--- src/hdl/hub_rst_pkg.sv ---
// constants for the hub reset and link power sequencer
// assumes a 100 MHz core clock
package hub_rst_pkg;
  localparam int unsigned CLK_MHZ        = 100;
  // power-on hold interval in microseconds
  localparam int unsigned POR_HOLD_US    = 100;
  localparam int unsigned POR_HOLD_CYC   = POR_HOLD_US * CLK_MHZ;
  // oscillator and pll settle after reset release, in cycles
  localparam int unsigned OSC_SETTLE_CYC = 16;
  // link power latencies
  localparam int unsigned L1_ENTRY_NS    = 10000;
  localparam int unsigned L1_EXIT_NS     = 50000;
  localparam int unsigned L2_ENTRY_US    = 3000;
  localparam int unsigned L2_EXIT_US     = 2000;
  // longest times round down, less one so the bound is strictly met
  localparam int unsigned L1_ENTRY_CYC   = L1_ENTRY_NS / 10 - 1;
  localparam int unsigned L1_EXIT_CYC    = L1_EXIT_NS / 10 - 1;
  localparam int unsigned L2_ENTRY_CYC   = L2_ENTRY_US * CLK_MHZ;
  localparam int unsigned L2_EXIT_CYC    = L2_EXIT_US * CLK_MHZ;
  localparam int unsigned CNT_W          = 20;
  localparam logic [6:0]  ADDR_DEFAULT   = 7'h00;
  typedef enum logic [2:0] {
    LINK_L0, LINK_L1_ENTER, LINK_L1, LINK_L1_EXIT,
    LINK_L2_ENTER, LINK_L2, LINK_L2_EXIT
  } link_state_t;
endpackage : hub_rst_pkg

--- src/hdl/hub_rst_sync.sv ---
// reset synchroniser: asserts at once, releases after two clock edges
// assumes clk runs whenever the release is to be seen
`timescale 1ns/1ps
`default_nettype none
module hub_rst_sync
(
  // clock and raw reset
  input  wire logic clk,
  input  wire logic arst_b,
  // synchronised reset
  output var  logic srst_b
);
  logic meta_q;
  logic meta_d;
  logic out_q;
  logic out_d;

  // shift a one in behind the release
  always_comb
  begin
    meta_d = 1'b1;
    out_d  = meta_q;
  end

  // constants only under reset
  always_ff @(posedge clk or negedge arst_b)
  begin
    if (!arst_b)
    begin
      meta_q <= 1'b0;
      out_q  <= 1'b0;
    end
    else
    begin
      meta_q <= meta_d;
      out_q  <= out_d;
    end
  end

  assign srst_b = out_q;
endmodule : hub_rst_sync
`default_nettype wire

--- src/hdl/hub_reset_and_link_power.sv ---
// chip reset combiner, usb bus reset effects and link power states
// assumes the clock stops while rst_b is low and bus inputs are synchronous
//
// Operation
// - Power-on, the external reset pin and upstream bus reset are the three reset sources.
// - Power-on raises internal reset and a timer holds it for a fixed interval.
// - While the pin is low the device sits in low-current standby.
// - The pin disables the transceiver and floats every differential pair.
// - The pin aborts every transaction at once and keeps no prior state.
// - The pin returns every internal register to its default.
// - The pin stops the oscillator and pll so no clock runs during it.
// - Bus reset sets the device address back to zero.
// - Bus reset returns the configuration to unconfigured.
// - Bus reset while suspended brings the device back to active.
// - Bus reset on the upstream port is never forwarded downstream.
// - Three link states exist: on, sleep and suspend.
// - Sleep entry completes under 10 us and sleep exit under 50 us.
// - Suspend entry takes about 3 ms and exit about 2 ms from resume start.
`timescale 1ns/1ps
`default_nettype none
module hub_reset_and_link_power
#(
  parameter int unsigned POR_CYC    = hub_rst_pkg::POR_HOLD_CYC,
  parameter int unsigned L2_IN_CYC  = hub_rst_pkg::L2_ENTRY_CYC,
  parameter int unsigned L2_OUT_CYC = hub_rst_pkg::L2_EXIT_CYC
)
(
  // clock and external reset pin
  input  wire logic                     clk,
  input  wire logic                     rst_b,
  // power-on detector level, high while supply is below threshold
  input  wire logic                     por_raw,
  // upstream usb events
  input  wire logic                     bus_reset,
  input  wire logic                     set_address,
  input  wire logic [6:0]               new_address,
  input  wire logic                     set_config,
  input  wire logic                     sleep_req,
  input  wire logic                     suspend_req,
  input  wire logic                     resume_req,
  // clock source control
  output logic                          osc_en,
  output logic                          pll_en,
  output logic                          standby,
  // transceiver control
  output logic                          phy_en,
  output logic                          pair_oe,
  // internal resets
  output logic                          core_rst_b,
  output logic                          usb_rst_b,
  output logic                          abort,
  output logic                          dn_reset,
  // usb device state
  output logic [6:0]                    dev_address,
  output logic                          configured,
  output logic                          suspended,
  output hub_rst_pkg::link_state_t      link_state,
  output logic                          link_busy
);
  import hub_rst_pkg::*;

  // reset path
  logic                     por_b;
  logic                     sync_b;

  // power-on hold timer
  logic [CNT_W-1:0]         por_cnt_q;
  logic [CNT_W-1:0]         por_cnt_d;
  logic                     por_done_q;
  logic                     por_done_d;

  // oscillator and pll settle wait
  logic [4:0]               settle_q;
  logic [4:0]               settle_d;
  logic                     clk_ok_q;
  logic                     clk_ok_d;

  // usb device state
  logic [6:0]               addr_q;
  logic [6:0]               addr_d;
  logic                     cfg_q;
  logic                     cfg_d;

  // link power state
  link_state_t              st_q;
  link_state_t              st_d;
  logic [CNT_W-1:0]         lcnt_q;
  logic [CNT_W-1:0]         lcnt_d;

  // cycle count at counter width
  function automatic logic [CNT_W-1:0] cyc(input int unsigned n);
    cyc = CNT_W'(n);
  endfunction : cyc

  // entry and exit legs are the timed transit states
  function automatic logic in_transit(input link_state_t s);
    in_transit = (s == LINK_L1_ENTER) || (s == LINK_L1_EXIT) ||
                 (s == LINK_L2_ENTER) || (s == LINK_L2_EXIT);
  endfunction : in_transit

  // pin or power-on asserts at once, release is synchronous
  assign por_b = rst_b & ~por_raw;
  hub_rst_sync u_sync
  (
    .clk    (clk),
    .arst_b (por_b),
    .srst_b (sync_b)
  );

  // clock sources stop while the pin is low
  assign osc_en  = rst_b;
  assign pll_en  = rst_b;
  assign standby = ~rst_b;

  // power-on hold timer and clock settle wait
  always_comb
  begin
    por_cnt_d  = por_cnt_q;
    por_done_d = por_done_q;
    settle_d   = settle_q;
    clk_ok_d   = clk_ok_q;
    if (!clk_ok_q)
    begin
      if (settle_q == 5'(OSC_SETTLE_CYC - 1))
        clk_ok_d = 1'b1;
      else
        settle_d = settle_q + 5'h01;
    end
    if (!por_done_q)
    begin
      if (por_cnt_q == cyc(POR_CYC - 1))
        por_done_d = 1'b1;
      else
        por_cnt_d = por_cnt_q + cyc(1);
    end
  end

  // timer state clears on any chip reset
  always_ff @(posedge clk or negedge sync_b)
  begin
    if (!sync_b)
    begin
      por_cnt_q  <= '0;
      por_done_q <= 1'b0;
      settle_q   <= 5'h00;
      clk_ok_q   <= 1'b0;
    end
    else
    begin
      por_cnt_q  <= por_cnt_d;
      por_done_q <= por_done_d;
      settle_q   <= settle_d;
      clk_ok_q   <= clk_ok_d;
    end
  end

  // chip resets: bus reset joins only the usb reset
  assign core_rst_b = sync_b & por_done_q & clk_ok_q;
  assign usb_rst_b  = core_rst_b & ~bus_reset;
  assign abort      = ~core_rst_b;
  assign phy_en     = core_rst_b;
  assign pair_oe    = core_rst_b;
  assign dn_reset   = 1'b0;

  // address and configuration state
  always_comb
  begin
    addr_d = addr_q;
    cfg_d  = cfg_q;
    if (bus_reset)
    begin
      addr_d = ADDR_DEFAULT;
      cfg_d  = 1'b0;
    end
    else
    begin
      if (set_address)
        addr_d = new_address;
      if (set_config)
        cfg_d = 1'b1;
    end
    // nothing is kept while the chip is still held in reset
    if (!core_rst_b)
    begin
      addr_d = ADDR_DEFAULT;
      cfg_d  = 1'b0;
    end
  end

  // registers default on chip reset
  always_ff @(posedge clk or negedge sync_b)
  begin
    if (!sync_b)
    begin
      addr_q <= ADDR_DEFAULT;
      cfg_q  <= 1'b0;
    end
    else
    begin
      addr_q <= addr_d;
      cfg_q  <= cfg_d;
    end
  end

  // link power state machine with timed transitions
  always_comb
  begin
    st_d   = st_q;
    lcnt_d = lcnt_q + cyc(1);
    unique case (st_q)
      LINK_L0:
      begin
        lcnt_d = '0;
        if (suspend_req)
          st_d = LINK_L2_ENTER;
        else if (sleep_req)
          st_d = LINK_L1_ENTER;
      end
      LINK_L1_ENTER:
      begin
        if (lcnt_q == cyc(L1_ENTRY_CYC - 1))
        begin
          st_d   = LINK_L1;
          lcnt_d = '0;
        end
      end
      LINK_L1:
      begin
        lcnt_d = '0;
        if (resume_req)
          st_d = LINK_L1_EXIT;
      end
      LINK_L1_EXIT:
      begin
        if (lcnt_q == cyc(L1_EXIT_CYC - 1))
        begin
          st_d   = LINK_L0;
          lcnt_d = '0;
        end
      end
      LINK_L2_ENTER:
      begin
        if (lcnt_q == cyc(L2_IN_CYC - 1))
        begin
          st_d   = LINK_L2;
          lcnt_d = '0;
        end
      end
      LINK_L2:
      begin
        lcnt_d = '0;
        if (resume_req)
          st_d = LINK_L2_EXIT;
      end
      LINK_L2_EXIT:
      begin
        if (lcnt_q == cyc(L2_OUT_CYC - 1))
        begin
          st_d   = LINK_L0;
          lcnt_d = '0;
        end
      end
      default:
      begin
        st_d   = LINK_L0;
        lcnt_d = '0;
      end
    endcase
    // bus reset wakes the device straight to active
    if (bus_reset)
    begin
      st_d   = LINK_L0;
      lcnt_d = '0;
    end
    // held chip reset parks the link in the on state
    if (!core_rst_b)
    begin
      st_d   = LINK_L0;
      lcnt_d = '0;
    end
  end

  // link state registers
  always_ff @(posedge clk or negedge sync_b)
  begin
    if (!sync_b)
    begin
      st_q   <= LINK_L0;
      lcnt_q <= '0;
    end
    else
    begin
      st_q   <= st_d;
      lcnt_q <= lcnt_d;
    end
  end

  // state outputs
  assign dev_address = addr_q;
  assign configured  = cfg_q;
  assign link_state  = st_q;
  assign suspended   = (st_q == LINK_L2);
  assign link_busy   = in_transit(st_q);
endmodule : hub_reset_and_link_power
`default_nettype wire

--- config.mk ---
export PLATFORM = sky130hd
export DESIGN_NAME = hub_reset_and_link_power
export DESIGN_NICKNAME = d
export VERILOG_FILES = /design/src/hdl/hub_rst_pkg.sv /design/src/hdl/hub_rst_sync.sv /design/src/hdl/hub_reset_and_link_power.sv
export SDC_FILE = /design/constraint.sdc
export NUM_CORES = 1
export LEC_CHECK = 0
export ABC_CLOCK_PERIOD_IN_PS = 6850
export BUFFER_PORTS_ARGS = -buffer_cell sky130_fd_sc_hd__buf_2
export CORE_MARGIN = 2
export CORE_UTILIZATION = 62
export DETAILED_ROUTE_END_ITERATION = 7
export PLACE_DENSITY = 0.85
export SLEW_MARGIN = 20
export SYNTH_ARGS = -nofsm -noshare
export SYNTH_HDL_FRONTEND = slang
export SYNTH_SLANG_ARGS = --single-unit
--- constraint.sdc ---
create_clock -name clk -period 6.85 [get_ports clk]
set_clock_uncertainty 0.1 [all_clocks]
set_input_delay 0.3425 -clock clk [delete_from_list [all_inputs] [get_ports clk]]
set_output_delay 0.3425 -clock clk [all_outputs]
set_load 0.1 [all_outputs]
# Word level (Yosys, flattened, before mapping)
# Cells that the tools add are included.
# Widths: inputs -> output; s select.
# totals
regBits	60
output_inout_bits	22
wordCells	81
# op_classes
n_addsub	3
eq_ne	21
mux	28
bitwise_logic	12
n_reduce_logical	7
# ops
operator	n
$mux 20	6
$pmux 20 s4	1
$add 20x1->20 const B	2
$mux 3	10
$ne 4x4->1 const B	6
$mux 7	3
$pmux 3 s7	1
$eq 20x10->1 const B	1
$eq 20x13->1 const B	1
$eq 20x14->1 const B	1
$eq 20x18->1 const B	1
$eq 20x19->1 const B	1
$eq 3x3->1 const B	3
$not 1->1	8
$mux 1	7
$reduce_and 7->1	1
$eq 3x2->1 const B	2
$ne 3x3->1 const B	2
$add 5x1->5 const B	1
$eq 5x4->1 const B	1
$ne 5x5->1 const B	1
$and 1x1->1	4
$reduce_and 2->1	2
$eq 3x1->1 const B	1
2 further kinds	4

# Logic depth before layout (Yosys ltp)
# logic_depth
ltp_word	5
depth_mapped	7
depth_no_buf	6

# Modules after synthesis
# A second synthesis with hierarchy kept.
# hier_totals
cells_unflattened	284
area_unflattened_um2	2999.1
# modules_own_cells
mod	instances	cells_each	area_per_inst_um2
hub_reset_and_link_power	1	281	2945.3
hub_rst_sync	1	3	53.8

# Least setup slack after synthesis
# OpenSTA, ideal clock, no wires.
# synth_path
kind	flip-flop to flip-flop
startpoint	register u_sync.out_q, in the netlist u_sync.srst_b
endpoint	register st_q[0], in the netlist link_state[0]
setup_time_ns	0.096
arrival_time_ns	4.901
required_ns	6.654
path_slack_ns	1.753
path_stages_with_launch	7
cell_sequence	dfrtp_1 -> nand3_1 -> or2_2 -> inv_1 -> o211ai_1 -> or4_1 -> o31ai_1
# synth_between
elab_chain_len	4
# synth_lines
item	line_no	rtl
start, declared	hub_rst_sync.sv:15	logic out_q;
start signal, assigned	hub_rst_sync.sv:36	out_q <= out_d;
$and 1x1->1 * (2 in series)	hub_reset_and_link_power.sv:158	assign core_rst_b = sync_b & por_done_q & clk_ok_q;
$ne 5x5->1 (no line) / $ne 4x4->1 (equally long branches)	n/a	
$reduce_and 7->1 (no line)	n/a	
end signal, assigned	hub_reset_and_link_power.sv:293	st_q <= st_d;
end, declared	hub_reset_and_link_power.sv:85	link_state_t st_q;
# Every way passes the cells marked *; elsewhere a longest branch is shown, timed or not.
# A chain may end at the register's enable or synchronous reset.

# Worst setup path in the final report
# layout_path
startpoint	register u_sync.out_q, in the netlist u_sync.srst_b
endpoint	output port usb_rst_b
# layout_between
elab_chain_len	3
# layout_lines
item	line_no	rtl
$and 1x1->1 (2 in series)	hub_reset_and_link_power.sv:158	
$and 1x1->1	hub_reset_and_link_power.sv:159	assign usb_rst_b = core_rst_b & ~bus_reset;
end, declared	hub_reset_and_link_power.sv:50	output logic usb_rst_b,
# No other way between the ends.

==> impl_metrics.py <==
metrics = {
    "worst_setup_path": {
        "regToRegSetupSlack_ns": 4.17,
        "timing.rr.end": "lcnt_q[3]",
        "cp.arrival_ns": 2.54,
        "reg2regPathDepth": 5,
        "reg2reg_from": "lcnt_q[16]",
        "slowest_stage": "buf_4",
        "path_cells": "buf_4 > nand3_1 > or2_2 > inv_1 > buf_2",
        "cp_max_fo": 59,
        "max_stage_delay_ns": 0.56,
        "crit_type": "flip-flop to output pin",
        "worstPathRequired_ns": 6.41,
        "critPathLaunchType": "flip-flop",
        "crit_path_end_kind": "output pin",
    },
    "placement": {
        "placed_cells": 371,
        "io_buffers": 36,
        "placed_area_mm2": 0.003164,
        "hpwl_um": 3900,
        "place_congestion": 0.8444,
    },
    "clock_network": {
        "clk_latency_ns": 0.33,
        "cts_tree": "done",
        "cts.reportedPaths.clkPinSlew_ns": 0.07,
        "htree_levels": 3,
        "ctsLongestPathBuffers": 2,
        "hold_buffers": 2,
        "numCtsBuffers": 9,
        "root_buffer": "clkbuf_8",
        "postCtsSetupBuffers": 0,
        "cts.sinks": 60,
        "cts_resized": 0,
    },
    "global_route": {
        "track_usage": 0.2377,
        "antenna_found_initial": 0,
        "use_met3": 0.09465,
        "grt_pass1_vias": 2109,
        "grtUsageMet2": 0.3774,
        "grt_pass1_wl_um": 9591,
        "grt_overflow": 0,
        "use_met1": 0.2963,
        "grt_max_degree": 60,
        "top_usage_layer": "met2",
    },
    "floorplan": {
        "placement_rows": 25,
        "die_w_um": 73.36,
        "die_area_mm2": 0.005382,
        "start_util": 0.6357,
        "chipHeight_um": 73.36,
        "core-area_mm2": 0.004692,
        "ios": 38,
    },
    "timing": {
        "slew_headroom": 0.3910,
        "rsz0062_at_grt": "no",
        "worst_pin_slew_ns": 0.9080,
        "fmax_mhz": 334.7,
        "hold_viol_final": 0,
        "period_needed_ns": 2.987,
        "hold_ws_ns": 0.1287,
        "setup_tns_ns": 0,
        "slew_violations": 0,
        "setup_viol": 0,
        "finalCritPeriodShare": 0.4361,
    },
    "synth": {
        "synth_ff_type": "dfrtp_1",
        "yosysWarnings": 0,
        "synth_edf_count": 0,
        "synth_cells": 291,
        "synth_area_leaders": "dfrtp_1, xnor2_1, nor2_1",
        "syn_area_per_cell_um2": 10.25,
        "ys_seq_area_frac": 0.5034,
        "synth.distinct_cells": 45,
        "synth.top_cell.area_share": 0.5034,
        "synthArstFlopShare": 1.000,
        "syn_area_mm2": 0.002983,
        "synth_nets": 312,
        "synth_top_area_cell": "dfrtp_1",
        "ys_seq_elements": 60,
    },
    "power": {
        "leakage_nw": 1.498,
        "switchingPower_mw": 0.1516,
        "intPower_mw": 0.5018,
        "powerDensity_mw_per_mm2": 194.8,
        "pwr-share-clk": 0.415,
        "ir_drop_mv": 0.1488,
        "switching_share": 0.2320,
        "comb_power_share": 0.041,
        "p_seq_frac": 0.544,
    },
    "layout": {
        "fillers": 345,
        "instances_no_fill": 389,
        "area_growth_pct": 12.46,
        "antenna_cells": 0,
        "final_cell_area_mm2": 0.003354,
        "final_nets": 351,
        "drive_gt1_frac": 0.1791,
    },
    "hold_path": {
        "min_to": "configured",
        "holdCritStartpoint": "set_config",
        "worstHoldPathCells": 3,
        "hold_path_class": "input port to flip-flop",
    },
    "detailed_routing": {
        "drtIter0Drc": 144,
        "drt_first_pass_iters": 4,
        "route.detailed.drc": 0,
        "ant_nets": 0,
        "viasPerCell": 5.717,
        "routed_wl_um": 5590,
        "vias": 2224,
        "wire_per_inst_um": 14.37,
    },
    "run": {
        "max-cap-violations": 0,
    },
    "outcome": {
        "status": "finished, final reports clean",
    },
}
## sequential cells by signal, summed over array words and instances (netlist names)
| register | flops |
|---|---|
| clk_ok_q | 1 |
| link_state | 3 |
| configured | 1 |
| u_sync.srst_b | 1 |
| settle_q | 5 |
| lcnt_q | 20 |
| por_done_q | 1 |
| dev_address | 7 |
| por_cnt_q | 20 |
| u_sync.meta_q | 1 |
## how the worst max path moves through the flow
| stage | from | endpoint | slack [ns] | depth (start not counted) |
|---|---|---|---|---|
| floorplan | u_sync.srst_b | link_state[0] | 1.75 | 6 |
| global placement | u_sync.srst_b | usb_rst_b | 4.23 | 5 |
| detailed placement | lcnt_q[16] | lcnt_q[3] | 4.18 | 5 |
| CTS | u_sync.srst_b | usb_rst_b | 3.81 | 5 |
| global route | u_sync.srst_b | usb_rst_b | 3.65 | 5 |
| finish | u_sync.srst_b | usb_rst_b | 3.86 | 5 |
## layout make-up
class / instances / area, um^2 / share of cell area
Sequential cell: 60 / 1503 / 0.4480
Clock inverter: 4 / 25.02 / 0.007460
Clock buffer: 12 / 145.1 / 0.04327
Multi-Input combinational cell: 207 / 1358 / 0.4047
Tap cell: 54 / 67.56 / 0.02014
Inverter: 13 / 48.80 / 0.01455
Timing Repair Buffer: 39 / 207.7 / 0.06192
## power by group through the flow
| stage | clock, mW | sequential [mW] | combinational (mW) |
|---|---|---|---|
| finish | 0.271 | 0.355 | 0.0268 |
| global route | 0.295 | 0.355 | 0.0295 |
| CTS | 0.282 | 0.355 | 0.0273 |
| detailed placement | 0 | 0.362 | 0.0264 |
| global placement | 0 | 0.362 | 0.0261 |
| floorplan | 0 | 0.366 | 0.0150 |
## placed cells by master (no fill, tap or decap), types with 3 or more instances in the layout
| master | instances |
|---|---|
| and3_1 | 13 |
| inv_1 | 13 |
| nand4_1 | 8 |
| ha_1 | 5 |
| nand3_1 | 15 |
| xor2_1 | 12 |
| buf_2 | 36 |
| xnor2_1 | 28 |
| dfrtp_1 | 59 |
| a21oi_1 | 7 |
| nor4_1 | 3 |
| clkbuf_8 | 10 |
| mux2i_1 | 8 |
| nor2_1 | 38 |
| nand2_1 | 19 |
| nor4bb_1 | 3 |
| o21ai_0 | 3 |
| nor3_1 | 10 |
## synth_stat cells, types with 2 or more instances
library cell and n:
xor2_1 12, buf_6 2, ha_1 5, o21ai_0 3
a211oi_1 2, mux2_2 2, a21oi_1 7, and4_1 2
mux2i_1 8, clkbuf_1 3, nand2_1 19, nor3_1 10
nor4bb_1 3, nand4b_1 2, inv_1 13, dfrtp_1 60
nor2_1 38, or4_1 2, and3_1 13, nor4_1 3
or2_2 2, conb_1 2, nand4_1 8, xnor2_1 28
o211ai_1 2, nand2b_1 2, nand3_1 15, nor4b_1 2
buf_4 5
## metal layers
layer	share of wire	vias up	wire (um)
li1	-	1077	-
met1	0.43	1093	2416
met2	0.51	45	2871
met3	0.041	9	227
met4	0.013	0	74
met5	0	-	0
## metrics by stage
step / util / total power [mW] / worst slack, ns
after floorplan: - / 0.3815 / 1.753
after global placement: 0.6744 / 0.3877 / 4.233
after detailed placement: 0.6744 / 0.3881 / 4.182
after CTS: 0.7149 / 0.6639 / 3.811
after global routing: 0.7149 / 0.6796 / 3.649
final: 0.7149 / 0.6534 / 3.863
## cells by family after synthesis
family,count (synthesis),share of synthesized area
and+or+nand+nor,128,0.2227
buffers and inverters,24,0.04153
DFF,60,0.5034
other,2,0.002518
muxes,10,0.03440
xor gates and xnor gates,40,0.1175
adders and majority gates,5,0.02097
AOI/OAI and AO/OA,22,0.05705
## worst max-delay path, delay by kind of cell, from the launching register on
family | cells | cell delay [ns]
flip-flops | 1 | 0.34
buffers and inverters | 3 | 1.19
AND/OR/NAND/NOR | 2 | 0.65
Note: power is estimated with default switching activity, not from simulation.
